$ cat config.mk
export PLATFORM = sky130hd
export DESIGN_NAME = pixel_thread_payload_builder
export DESIGN_NICKNAME = d
export VERILOG_FILES = /design/src/verilog/pixel_thread_payload_builder.v
export VERILOG_INCLUDE_DIRS = /design/src /design/src/verilog
export SDC_FILE = /design/constraint.sdc
export NUM_CORES = 2
export LEC_CHECK = 0
export BUFFER_PORTS_ARGS = -buffer_cell sky130_fd_sc_hd__buf_2
export CAP_MARGIN = 20
export CORE_MARGIN = 4
export CORE_UTILIZATION = 35
export CTS_CLUSTER_DIAMETER = 100
export DETAILED_ROUTE_END_ITERATION = 7
export PLACE_DENSITY = 0.62
export SLEW_MARGIN = 20
export SYNTH_ARGS = -nofsm -noshare
export SYNTH_HDL_FRONTEND = slang
export SYNTH_SLANG_ARGS = --single-unit
$ cat constraint.sdc
create_clock -name pclk -period 3.5 [get_ports pclk]
set_clock_uncertainty 0.05 [all_clocks]
set_input_delay 0.525 -clock pclk [delete_from_list [all_inputs] [get_ports pclk]]
set_output_delay 0.525 -clock pclk [all_outputs]
set_load 0.02 [all_outputs]
$ cat src/verilog/payload_map.vh
`ifndef PAYLOAD_MAP_VH
`define PAYLOAD_MAP_VH

// APB register byte offsets
`define OFS_CTRL 8'h00
`define OFS_SAMPLER_PTR 8'h04
`define OFS_BINDING_PTR 8'h08
`define OFS_BLEND_PTR 8'h0C
`define OFS_SCRATCH_IDX 8'h10
`define OFS_STATUS 8'h14

// Reset values
`define RST_CTRL 32'h0000_0000
`define RST_PTR 32'h0000_0000

// Control register fields
`define CTRL_UPPER_COORD_BIT 2
`define CTRL_COVERAGE_RT_BIT 12
`define CTRL_SRC_DEPTH_RT_BIT 13
`define CTRL_CONST_LEN_LSB 16
`define CTRL_CONST_GAP_LSB 20
`define CTRL_SETUP_LEN_LSB 24
`define CTRL_SETUP_GAP_LSB 28

// Status register fields
`define STAT_BUSY_BIT 31

// Payload word fields
`define W0_SRC_DEPTH_BIT 13
`define W0_COVERAGE_BIT 12
`define W5_SCRATCH_LSB 10
`define HALF_VP_LSB 27
`define HALF_RTAI_LSB 16
`define HALF_FACE_BIT 15
`define HALF_SSPI_LSB 6
`define CUBE_FACE_MAX 11'h005

// Payload portions in emission order
`define PORT_HEADER 3'h0
`define PORT_MASKS 3'h1
`define PORT_UPPER 3'h2
`define PORT_CONST 3'h3
`define PORT_SETUP 3'h4
`define PORT_DONE 3'h5

// Surface kinds
`define SURF_LINEAR 2'h0
`define SURF_PLANAR 2'h1
`define SURF_VOLUME 2'h2
`define SURF_SIX_FACE 2'h3

`endif

$ cat src/verilog/pixel_thread_payload_builder.v
// Implementation choices: register access over APB and the register addresses.
`timescale 1ns/1ps
`default_nettype none
`include "payload_map.vh"

module pixel_thread_payload_builder #(
  parameter CNT_W = 24
) (
  input wire pclk, // APB and pipeline clock
  input wire presetn, // Async reset, active low
  input wire psel, // APB select
  input wire penable, // APB access phase
  input wire pwrite, // APB write
  input wire [7:0] paddr, // APB byte address
  input wire [31:0] pwdata, // APB write data
  output reg [31:0] prdata, // APB read data
  output wire pready, // APB ready
  output wire pslverr, // APB error on unmapped address
  input wire disp_valid, // Dispatch request valid
  output wire disp_ready, // Builder can take a dispatch
  input wire [4:0] disp_topology, // Primitive topology type
  input wire [23:0] disp_prim_tid, // Primitive thread count
  input wire [7:0] disp_tag, // Fused thread tag
  input wire [15:0] disp_lit_mask, // Lit pixel/sample mask
  input wire [1:0] disp_surf_kind, // Render target surface kind
  input wire [3:0] disp_vp0, // Lower-half viewport index
  input wire [10:0] disp_rtai0, // Lower-half array index
  input wire disp_face0, // Lower-half back facing
  input wire [1:0] disp_sspi0, // Lower-half sample pair index
  input wire [3:0] disp_vp1, // Upper-half viewport index
  input wire [10:0] disp_rtai1, // Upper-half array index
  input wire disp_face1, // Upper-half back facing
  input wire [1:0] disp_sspi1, // Upper-half sample pair index
  input wire [127:0] disp_coords, // Subspan 0..3 {Y,X} words
  input wire [127:0] disp_coords_hi, // Subspan 4..7 {Y,X} words
  output reg [15:0] dispatch_mask, // Thread dispatch mask
  output wire [2:0] ext_sel, // Portion whose external word is wanted
  output wire [6:0] ext_index, // {register, word} within that portion
  input wire [31:0] ext_data, // External constant/setup word
  output wire pl_valid, // Payload word valid
  input wire pl_ready, // Consumer takes payload word
  output reg [31:0] pl_data, // Payload word
  output reg [7:0] pl_reg, // Payload register number
  output reg [2:0] pl_word, // Word within register
  output reg pl_last // Last word of payload
);

  localparam ST_IDLE = 3'b001;
  localparam ST_LOAD = 3'b010;
  localparam ST_EMIT = 3'b100;

  reg [2:0] state;
  reg [31:0] ctrl;
  reg [31:0] sampler_ptr;
  reg [31:0] binding_ptr;
  reg [31:0] blend_ptr;
  reg [21:0] scratch_idx;
  reg [CNT_W-1:0] fused_count;
  reg [31:0] snap_ctrl;
  reg [4:0] l_topology;
  reg [23:0] l_prim_tid;
  reg [7:0] l_tag;
  reg [CNT_W-1:0] l_count;
  reg [15:0] l_lit;
  reg [31:0] l_half0;
  reg [31:0] l_half1;
  reg [127:0] l_coords;
  reg [127:0] l_coords_hi;
  reg [2:0] portion;
  reg [3:0] sub;
  reg [2:0] word;
  reg [7:0] reg_num;
  reg [2:0] next_portion;
  reg [3:0] next_sub;
  reg [2:0] next_word;
  reg [7:0] next_reg_num;
  reg [31:0] next_data;
  reg [2:0] ld_portion;
  reg [3:0] ld_sub;
  reg [2:0] ld_word;
  reg mapped;
  reg [31:0] rd_mux;

  // Length in registers of a portion; zero means the portion is absent
  function [3:0] portion_len;
    input [2:0] p;
    input [31:0] c;
    begin
      case (p)
        `PORT_HEADER: portion_len = 4'h1;
        `PORT_MASKS: portion_len = 4'h1;
        `PORT_UPPER: portion_len = {3'h0, c[`CTRL_UPPER_COORD_BIT]};
        `PORT_CONST: portion_len = c[`CTRL_CONST_LEN_LSB +: 4];
        `PORT_SETUP: portion_len = c[`CTRL_SETUP_LEN_LSB +: 4];
        default: portion_len = 4'h0;
      endcase
    end
  endfunction

  // First enabled portion after p
  function [2:0] following;
    input [2:0] p;
    input [31:0] c;
    begin
      // Masks always follow the header, before any optional portion
      if (p < `PORT_MASKS)
        following = `PORT_MASKS;
      else if (p < `PORT_UPPER && portion_len(`PORT_UPPER, c) != 4'h0)
        following = `PORT_UPPER;
      else if (p < `PORT_CONST && portion_len(`PORT_CONST, c) != 4'h0)
        following = `PORT_CONST;
      else if (p < `PORT_SETUP && portion_len(`PORT_SETUP, c) != 4'h0)
        following = `PORT_SETUP;
      else
        following = `PORT_DONE;
    end
  endfunction

  // Per-half word: viewport, array index or face, facing, sample pair
  function [31:0] half_word;
    input [3:0] vp;
    input [10:0] rtai;
    input face;
    input [1:0] sspi;
    input [1:0] kind;
    reg [10:0] idx;
    begin
      idx = rtai;
      if (kind == `SURF_SIX_FACE && rtai > `CUBE_FACE_MAX)
        idx = `CUBE_FACE_MAX;
      half_word = 32'h0000_0000;
      half_word[`HALF_VP_LSB +: 4] = vp;
      half_word[`HALF_RTAI_LSB +: 11] = idx;
      half_word[`HALF_FACE_BIT] = face;
      half_word[`HALF_SSPI_LSB +: 2] = sspi;
    end
  endfunction

  // Whole subspan goes active if any of its pixels is lit
  function [15:0] widen_mask;
    input [15:0] lit;
    integer i;
    begin
      widen_mask = 16'h0000;
      for (i = 0; i < 4; i = i + 1)
        widen_mask[4*i +: 4] = {4{|lit[4*i +: 4]}};
    end
  endfunction

  // APB: zero wait states; read data is latched in the setup cycle, writes land in the access cycle
  assign pready = 1'b1;
  assign pslverr = psel & penable & ~mapped;

  always @*
  begin
    mapped = 1'b1;
    rd_mux = 32'h0000_0000;
    case (paddr)
      `OFS_CTRL: rd_mux = ctrl;
      `OFS_SAMPLER_PTR: rd_mux = sampler_ptr;
      `OFS_BINDING_PTR: rd_mux = binding_ptr;
      `OFS_BLEND_PTR: rd_mux = blend_ptr;
      `OFS_SCRATCH_IDX: rd_mux = {scratch_idx, 10'h000};
      `OFS_STATUS:
      begin
        rd_mux[23:0] = fused_count[23:0];
        rd_mux[`STAT_BUSY_BIT] = ~state[0];
      end
      default: mapped = 1'b0;
    endcase
  end

  always @(posedge pclk or negedge presetn)
  begin
    if (!presetn)
    begin
      prdata <= 32'h0000_0000;
      ctrl <= `RST_CTRL;
      sampler_ptr <= `RST_PTR;
      binding_ptr <= `RST_PTR;
      blend_ptr <= `RST_PTR;
      scratch_idx <= 22'h000000;
    end
    else
    begin
      if (psel && !penable && !pwrite)
        prdata <= rd_mux;
      if (psel && penable && pwrite)
      begin
        case (paddr)
          `OFS_CTRL: ctrl <= pwdata;
          `OFS_SAMPLER_PTR: sampler_ptr <= {pwdata[31:5], 5'h00};
          `OFS_BINDING_PTR: binding_ptr <= {pwdata[31:5], 5'h00};
          `OFS_BLEND_PTR: blend_ptr <= {pwdata[31:6], 6'h00};
          `OFS_SCRATCH_IDX: scratch_idx <= pwdata[31:10];
          default: ;
        endcase
      end
    end
  end

  // Position walk: words 0..7, registers, then the next enabled portion
  always @*
  begin
    next_portion = portion;
    next_sub = sub;
    next_word = word + 3'h1;
    next_reg_num = reg_num;
    if (word == 3'h7)
    begin
      next_word = 3'h0;
      next_reg_num = reg_num + 8'h01;
      if (sub + 4'h1 < portion_len(portion, snap_ctrl))
        next_sub = sub + 4'h1;
      else
      begin
        next_sub = 4'h0;
        next_portion = following(portion, snap_ctrl);
        if (next_portion == `PORT_CONST)
          next_reg_num = reg_num + 8'h01 + {4'h0, snap_ctrl[`CTRL_CONST_GAP_LSB +: 4]};
        else if (next_portion == `PORT_SETUP)
          next_reg_num = reg_num + 8'h01 + {4'h0, snap_ctrl[`CTRL_SETUP_GAP_LSB +: 4]};
      end
    end
  end

  always @*
  begin
    if (state == ST_LOAD)
    begin
      ld_portion = portion;
      ld_sub = sub;
      ld_word = word;
    end
    else
    begin
      ld_portion = next_portion;
      ld_sub = next_sub;
      ld_word = next_word;
    end
  end

  assign ext_sel = ld_portion;
  assign ext_index = {ld_sub, ld_word};

  // Word contents at the position being loaded
  always @*
  begin
    next_data = 32'h0000_0000;
    case (ld_portion)
      `PORT_HEADER:
      begin
        case (ld_word)
          3'h0:
          begin
            next_data[`W0_SRC_DEPTH_BIT] = snap_ctrl[`CTRL_SRC_DEPTH_RT_BIT];
            next_data[`W0_COVERAGE_BIT] = snap_ctrl[`CTRL_COVERAGE_RT_BIT];
            next_data[4:0] = l_topology;
          end
          3'h1: next_data = blend_ptr;
          3'h2: next_data = 32'h0000_0000;
          3'h3: next_data = sampler_ptr;
          3'h4: next_data = binding_ptr;
          3'h5: next_data = {scratch_idx, 2'h0, l_tag};
          3'h6: next_data[23:0] = l_count[23:0];
          default: next_data[23:0] = l_prim_tid;
        endcase
      end
      `PORT_MASKS:
      begin
        case (ld_word)
          3'h0: next_data = 32'h0000_0000;
          3'h1: next_data = l_half0;
          3'h6: next_data = l_half1;
          3'h7: next_data = {l_lit, l_lit};
          default: next_data = l_coords[32*(ld_word-3'h2) +: 32];
        endcase
      end
      `PORT_UPPER:
      begin
        if (ld_word >= 3'h2 && ld_word <= 3'h5)
          next_data = l_coords_hi[32*(ld_word-3'h2) +: 32];
      end
      `PORT_CONST, `PORT_SETUP: next_data = ext_data;
      default: next_data = 32'h0000_0000;
    endcase
  end

  assign disp_ready = state[0];
  assign pl_valid = state[2];

  always @(posedge pclk or negedge presetn)
  begin
    if (!presetn)
    begin
      state <= ST_IDLE;
      fused_count <= {CNT_W{1'b0}};
      snap_ctrl <= `RST_CTRL;
      l_topology <= 5'h00;
      l_prim_tid <= 24'h000000;
      l_tag <= 8'h00;
      l_count <= {CNT_W{1'b0}};
      l_lit <= 16'h0000;
      l_half0 <= 32'h0000_0000;
      l_half1 <= 32'h0000_0000;
      l_coords <= {128{1'b0}};
      l_coords_hi <= {128{1'b0}};
      dispatch_mask <= 16'h0000;
      portion <= `PORT_HEADER;
      sub <= 4'h0;
      word <= 3'h0;
      reg_num <= 8'h00;
      pl_data <= 32'h0000_0000;
      pl_reg <= 8'h00;
      pl_word <= 3'h0;
      pl_last <= 1'b0;
    end
    else
    begin
      case (state)
        ST_IDLE:
        begin
          if (disp_valid)
          begin
            // Control snapshot keeps the payload layout fixed; pointer and scratch words are read live
            snap_ctrl <= ctrl;
            l_topology <= disp_topology;
            l_prim_tid <= disp_prim_tid;
            l_tag <= disp_tag;
            l_count <= fused_count + {{(CNT_W-1){1'b0}}, 1'b1};
            fused_count <= fused_count + {{(CNT_W-1){1'b0}}, 1'b1};
            l_lit <= disp_lit_mask;
            dispatch_mask <= widen_mask(disp_lit_mask);
            l_half0 <= half_word(disp_vp0, disp_rtai0, disp_face0, disp_sspi0,
              disp_surf_kind);
            l_half1 <= half_word(disp_vp1, disp_rtai1, disp_face1, disp_sspi1,
              disp_surf_kind);
            l_coords <= disp_coords;
            l_coords_hi <= disp_coords_hi;
            portion <= `PORT_HEADER;
            sub <= 4'h0;
            word <= 3'h0;
            reg_num <= 8'h00;
            state <= ST_LOAD;
          end
        end
        ST_LOAD:
        begin
          pl_data <= next_data;
          pl_reg <= reg_num;
          pl_word <= word;
          pl_last <= 1'b0;
          state <= ST_EMIT;
        end
        ST_EMIT:
        begin
          if (pl_ready)
          begin
            if (pl_last)
              state <= ST_IDLE;
            else
            begin
              portion <= next_portion;
              sub <= next_sub;
              word <= next_word;
              reg_num <= next_reg_num;
              pl_data <= next_data;
              pl_reg <= next_reg_num;
              pl_word <= next_word;
              // Last word when the walk after this one runs out
              pl_last <= (next_word == 3'h7) &&
                (next_sub + 4'h1 >= portion_len(next_portion, snap_ctrl)) &&
                (following(next_portion, snap_ctrl) == `PORT_DONE);
            end
          end
        end
        default: state <= ST_IDLE;
      endcase
    end
  end

endmodule

`default_nettype wire

---- Yosys cells after proc, flatten, opt, wreduce, memory -nomap -nowiden ----
Index checks and enable logic that the tools add are counted.
Widths: inputs -> output; s select.
operators by class
  mux-type cells .......................... 99
  bitwise logic cells ..................... 4
  shift operators ......................... 2
  reduce and logical (&&, ||, !) cells .... 50
  equal/unequal tests ..................... 37
  $add $sub $neg .......................... 8
  order comparisons ....................... 14
operator list
  operator               number
  $pmux 32 s4            2
  $shiftx 128x33->32     2
  $mux 4                 37
  $pmux 24 s6            1
  $mux 32                3
  $mux 3                 24
  $pmux 32 s2            1
  $pmux 10 s6            1
  $mux 8                 7
  $pmux 7 s6             1
  $eq 3x3->1 const B     12
  $pmux 7 s5             1
  $pmux 4 s4             2
  $pmux 8 s2             2
  $pmux 8 s4             1
  $eq 3x2->1 const B     10
  $add 24x1->24 const B  1
  $reduce_bool 4->1      6
  $gt 11x3->1 const B    2
  $mux 11                2
  $pmux 5 s4             1
  $reduce_or 4->1        5
  $pmux 3 s2             3
  $add 8x4->8            2
  35 further kinds       85
word-level totals
  bits in registers ....................... 645
  output and inout bits ................... 106
  bits of input ports ..................... 426
  word-level logic and storage cells ...... 240

---- Logic depth before layout (Yosys ltp) ----
  depth in word-level cells ............... 64
  mapped depth ............................ 20
  mapped depth without buffers ............ 19

---- Worst setup path before layout ----
Ideal clock, no wire load.
  path type ............................... register to register
  start point ............................. register word[0]
  end point ............................... register pl_data[10]
  data required time ...................... 3.308 ns
  path slack .............................. -0.290 ns
  buffers on the path ..................... 5
  data arrival time ....................... 3.598 ns
  stages on the path, launching flop included .. 18
  path through ............................ dfrtp_1 > ha_1 > ha_1 > clkbuf_1 > nor2b_1 > a21boi_1 > inv_2 > clkbuf_1 > buf_1 > ha_1 > nand2_1 > a21oi_1 > nor3_1 > and3_1 > clkbuf_1 > clkbuf_1 > a211oi_1 > o221ai_1
on the way
  word-level cells in the longest chain between the ends .. 10
  elaborated cells on any way between the ends .. 34
ends and longest elaborated chain
  item                                              line                                                                    source
  from (decl)                                       pixel_thread_payload_builder.v:71                                       reg [2:0] word;
  from (signal assigned)                            pixel_thread_payload_builder.v:365                                      word <= next_word;
  $add 3x1->3 / $eq 3x3->1 (equally long branches)  pixel_thread_payload_builder.v:207, pixel_thread_payload_builder.v:209
  $mux 3 *                                          pixel_thread_payload_builder.v:209                                      if (word == 3'h7)
  $mux 3 *                                          pixel_thread_payload_builder.v:229                                      if (state == ST_LOAD)
  named net ext_index[1]                            pixel_thread_payload_builder.v:38                                       output wire [6:0] ext_index,
  $sub 3x2->4, or another cell as far along         pixel_thread_payload_builder.v:276, pixel_thread_payload_builder.v:282
  $shiftx 128x33->32, or another cell as far along  pixel_thread_payload_builder.v:276                                      default: next_data = l_coords[32*(ld_word-3'h2) +: 32];
  $pmux 32 s4, or another cell as far along         pixel_thread_payload_builder.v:271                                      case (ld_word)
  $pmux 32 s4 *                                     pixel_thread_payload_builder.v:250                                      case (ld_portion)
  $mux 32                                           pixel_thread_payload_builder.v:359                                      if (pl_last)
  $mux 32                                           pixel_thread_payload_builder.v:357                                      if (pl_ready)
  $pmux 32 s2 *                                     pixel_thread_payload_builder.v:320                                      case (state)
  to (signal assigned)                              pixel_thread_payload_builder.v:349                                      pl_data <= next_data;
  to (signal assigned)                              pixel_thread_payload_builder.v:367                                      pl_data <= next_data;
  to (decl)                                         pixel_thread_payload_builder.v:42                                       output reg [31:0] pl_data,
The timed path passes the listed nets; every way through them passes the cells marked *. The select of a mux whose other input is x is not followed.
A chain may end at the register's enable or synchronous reset.

---- Final worst setup path ----
  start point ............................. register portion[0]
  end point ............................... output ext_sel[0]
on the way
  word-level cells in the longest chain between the ends .. 11
  elaborated cells on any way between the ends .. 25
ends and longest elaborated chain
  item                    line                                source
  from (decl)             pixel_thread_payload_builder.v:69   reg [2:0] portion;
  from (signal assigned)  pixel_thread_payload_builder.v:309  portion <= `PORT_HEADER;
  from (signal assigned)  pixel_thread_payload_builder.v:340  portion <= `PORT_HEADER;
  from (signal assigned)  pixel_thread_payload_builder.v:363  portion <= next_portion;
  $lt 3x3->1 (no line)    n/a
  $logic_and 1x1->1       pixel_thread_payload_builder.v:112  else if (p < `PORT_SETUP && portion_len(`PORT_SETUP, c) != 4'h0)
  $mux 1                  pixel_thread_payload_builder.v:112
  $mux 3                  pixel_thread_payload_builder.v:110  else if (p < `PORT_CONST && portion_len(`PORT_CONST, c) != 4'h0)
  $mux 3                  pixel_thread_payload_builder.v:108  else if (p < `PORT_UPPER && portion_len(`PORT_UPPER, c) != 4'h0)
  $mux 3                  pixel_thread_payload_builder.v:106  if (p < `PORT_MASKS)
  $mux 3                  pixel_thread_payload_builder.v:213  if (sub + 4'h1 < portion_len(portion, snap_ctrl))
  $mux 3                  pixel_thread_payload_builder.v:209
  $mux 3                  pixel_thread_payload_builder.v:213
  $mux 3                  pixel_thread_payload_builder.v:209
  $mux 3 *                pixel_thread_payload_builder.v:229
  to (decl)               pixel_thread_payload_builder.v:37   output wire [2:0] ext_sel,
Mark *: on every way between the ends. The rest lies on a longest branch, timed or not. The select of a mux whose other input is x is not followed.

==> impl_results.md <==
* Gp weighted congestion at ~0.9
* Grt total ovfl at 0
* Fin crit share at 1.05
* Routed WL at around 120 mm
* Area leader, netlist: dfrtp_1
* Metal1 wirelength at 48.8 mm
* Vias per cell at between 5 and 6
* WL/cell at ~24 um
* Drt drc at 0
* Number of DRC markers in iteration 0 at 2641
* Crit-path cells: inv_2 -> and3_4 -> a22oi_2 -> ha_4 -> nand2_4 -> a2bb2oi_4 -> a211o_1 -> buf_6 -> buf_6 -> a211o_1 -> nand2_2 -> inv_4 -> buf_6
* Port bufs at between 500 and 600
* Crit start category: flop
* Die width at approximately 300 um
* CP arrival at 3.09 ns
* Layout net count at between 4000 and 5000
* Slew @ Worst Pin at ~1.0 ns
* Critical-path top delay cell: dfrtp_1
* Seq/Total Area, Yosys at 0.522
* Core area at 84100 sq um
* Clock tree buffer depth at 3
* Slowest cell delay on critical path at 0.39 ns
* Final core occ at 0.453
* DP Worst Slack at -0.0723 ns
* Yosys top cell area share at 0.521
* Top flop regs: l_coords x128, l_coords_hi x128
* Global-route wire length before repair at roughly 170 mm
* Top Metal Used: met5
* Sw Share at 0.354
* Post-route antenna net violation count at 0
* HP Class: in -> reg
* RSZ-0062 raised after global routing: true
* Status: complete, but fails checks
* Worst-skew pair later-pin latency at 0.62 ns
* Final worst setup slack at -0.166 ns
* H-Tree Depth at 3
* PwrDens at about 690 nW/um^2
* Layout area overhead at 27.4%
* Top FF cell, synth: dfrtp_1
* Max transition margin at 0.302
* Die area at around 90000 sq um
* Post-Syn Area per Cell at 9.69 sq um
* Yosys warns at 0
* Period minus WS final at 3.67 ns
* Critical path endpoint category: output port
* Fmax at 273 MHz
* CP delay by family, top: compound AO/OA/AOI/OAI gates
* DP HPWL at 85.0 mm
* Static Leak at roughly 19 nW
* Final Hold Fails at 0
* Sink Count at 623
* CTS tree: yes
* Drt first pass iters at 8
* Filler instances at between 8000 and 9000
* CP most frequent cell: buf_6
* Routed length on met3 at around 9.1 mm
* Worst VDD drop at between 400 and 500 uV
* Maximum Capacitance Violations at 0
* Share of layout cells above drive strength 1 at 0.312
* Final setup viols at 33
* P_sw at between 9 and 10 mW
* Synth Register Bits at roughly 620
* Initial antenna violation count at 30
* Row cnt at roughly 110
* Starting density of the core at 0.355
* Crit path required time at roughly 2.9 ns
* Met2 wire length at 54.4 mm
* Die height at about 300 um
* Worst path bufs/invs at 5
* Main area contributors after synthesis: dfrtp_1 (52%), nand2_1 (15%), mux2_2 (5.5%)
* Sequential share of power at 0.410
* Maximum number of pins on one net before global-route repair at roughly 170
* Via count at 25694
* Vias in the first global route at roughly 26000
* Comb power frac at 0.292
* CTS root buf: clkbuf_16
* Total CTS buffers at about 70
* Post-synthesis instance total at ~3100
* Syn Nets at about 3500
* Internal at 17.1 mW
* WS Path Type: reg -> out
* Post-synthesis cell type count at 71
* Post-Syn Area at 29900 sq um
* Reg clk slew, reported paths at 0.06 ns
* Multi-input gate area at around 14000 sq um
* Post-synth EDFFs at 0
* Violated checks: negative setup slack
* GR Util All Layers at 0.248
* Sequential cell area at roughly 16000 sq um
* Clock power frac at 0.298
* Asr flop ratio synth at 1.00
* I/O Pins at around 530
* Pins Over Slew Limit at 0
* Worst-path maximum fanout at 3
==> cell usage after synthesis, drive strengths merged (3+ instances only) <==
master   count
nand2     1190
dfrtp      622
clkbuf     182
mux2       146
a21oi      118
o21ai       76
mux4        73
a222oi      63
inv         62
nor2        62
buf         36
a22o        35
a22oi       34
o221ai      34
nand3       32
a211oi      26
xnor2       26
ha          24
and3        20
mux2i       19
nor3        18
a221oi      15
o22ai       15
xor2        13
nor4        12
nor2b       11
nand2b      10
a21boi       9
and2         8
nor3b        8
or3          8
a21o         7
a31oi        7
nand4        7
nand3b       6
o211ai       5
a211o        4
o2bb2ai      4
or4          4
a221o        3
o31ai        3
or3b         3
==> layout make-up <==
| class | count | area share |
|---|---|---|
| Timing Repair Buffer | 724 | 0.120 |
| Tap cell | 1134 | 0.0373 |
| Sequential cell | 623 | 0.410 |
| Clock inverter | 24 | 0.00888 |
| Clock buffer | 104 | 0.0556 |
| Inverter | 62 | 0.00680 |
| Multi-Input combinational cell | 2179 | 0.360 |
| Antenna cell | 16 | 0.00105 |
==> metrics by stage <==
step	hold WS, ns	setup TNS, ns	power, mW	cells	cell area [sq um]
5_1_grt	0.0393	-5.90	27.9	4854	38000
3_3_place_gp	0.403	-0.119	18.3	4689	34700
2_1_floorplan	0.179	0	15.3	3082	29900
3_5_place_dp	0.407	-0.101	18.4	4689	34700
4_1_cts	0.00702	-0.776	26.4	4840	37600
6_report	0.0399	-1.26	26.4	4866	38100
==> final timing paths <==
check | to | start | cells after the start | slack, ns
max | ext_sel[0] | portion[0]$_DFFE_PN0P_ | 13 | -0.17
min | l_coords_hi[120]$_DFFE_PN0P_ | disp_coords_hi[120] | 3 | 0.04
max reg2reg | pl_last$_DFFE_PN0P_ | portion[0]$_DFFE_PN0P_ | 21 | -0.13
min reg2reg | l_coords_hi[16]$_DFFE_PN0P_ | l_coords_hi[16]$_DFFE_PN0P_ | 2 | 0.42
max in group asynchronous | l_coords_hi[22]$_DFFE_PN0P_ | presetn | 3 | 1.93
min in group asynchronous | l_coords[123]$_DFFE_PN0P_ | presetn | 2 | 0.47
==> layer usage <==
| metal | global-route usage | vias up |
|---|---|---|
| li1 | - | 11787 |
| met1 | 0.336 | 12756 |
| met2 | 0.399 | 964 |
| met3 | 0.0599 | 171 |
| met4 | 0.0702 | 16 |
| met5 | 0 | - |
==> worst reg2reg max path, delay by kind of cell, from the launching register on <==
| kind | cells | cell delay, ns |
|---|---|---|
| and+or+nand+nor | 5 | 0.55 |
| DFF | 1 | 0.39 |
| buffers and inverters | 5 | 0.67 |
| AOI/OAI and AO/OA | 9 | 1.23 |
| adders and majority gates | 2 | 0.62 |
==> cell families (layout without fill, tap and decap cells) <==
| logic type | count (synthesis) | after routing | share of synthesized area |
|---|---|---|---|
| muxes | 238 | 238 | 0.117 |
| buffers and inverters | 280 | 914 | 0.0375 |
| adders and majority gates | 27 | 27 | 0.0118 |
| xor gates and xnor gates | 39 | 39 | 0.0114 |
| other | 1 | 17 | 0.000126 |
| AOI/OAI and AO/OA | 467 | 467 | 0.111 |
| and+or+nand+nor | 1407 | 1407 | 0.190 |
| DFF | 623 | 623 | 0.522 |
==> cells in the final DEF, fill, tap and decap left out, drive strengths merged, types with 12 or more instances in the layout <==
cell type,netlist,layout
nor2,62,62
clkinv,0,14
a222oi,63,63
nand3,32,32
mux2i,19,19
a211oi,26,26
inv,62,63
a22oi,34,34
o221ai,34,34
a221oi,15,15
a21oi,118,118
nor4,12,12
xnor2,26,26
dfrtp,622,622
xor2,13,13
mux4,73,73
buf,36,719
ha,24,24
and3,20,20
mux2,146,146
o22ai,15,15
o21ai,76,76
nor3,18,18
diode,0,16
nand2,1190,1190
clkbuf,182,108
a22o,35,35
==> power groups by stage <==
stage	Combinational (mW)	Sequential, mW	Clock [mW]
4_1_cts	7.66	10.8	7.99
3_3_place_gp	7.50	10.8	0
2_1_floorplan	4.86	10.5	0
3_5_place_dp	7.58	10.9	0
5_1_grt	8.54	11.0	8.30
6_report	7.70	10.8	7.86
==> what timing repair did <==
| action | CTS | global route |
|---|---|---|
| hold buffers | 1 | 0 |
| pin swaps | 23 | 14 |
| cloned | 0 | 5 |
| endpoints found under the hold margin | 57 | 0 |
| setup buffers | 24 | 5 |
| setup endpoints to repair | 10 | 43 |
| gates resized for setup | 67 | 50 |
Note: power is estimated with default switching activity, not from simulation.
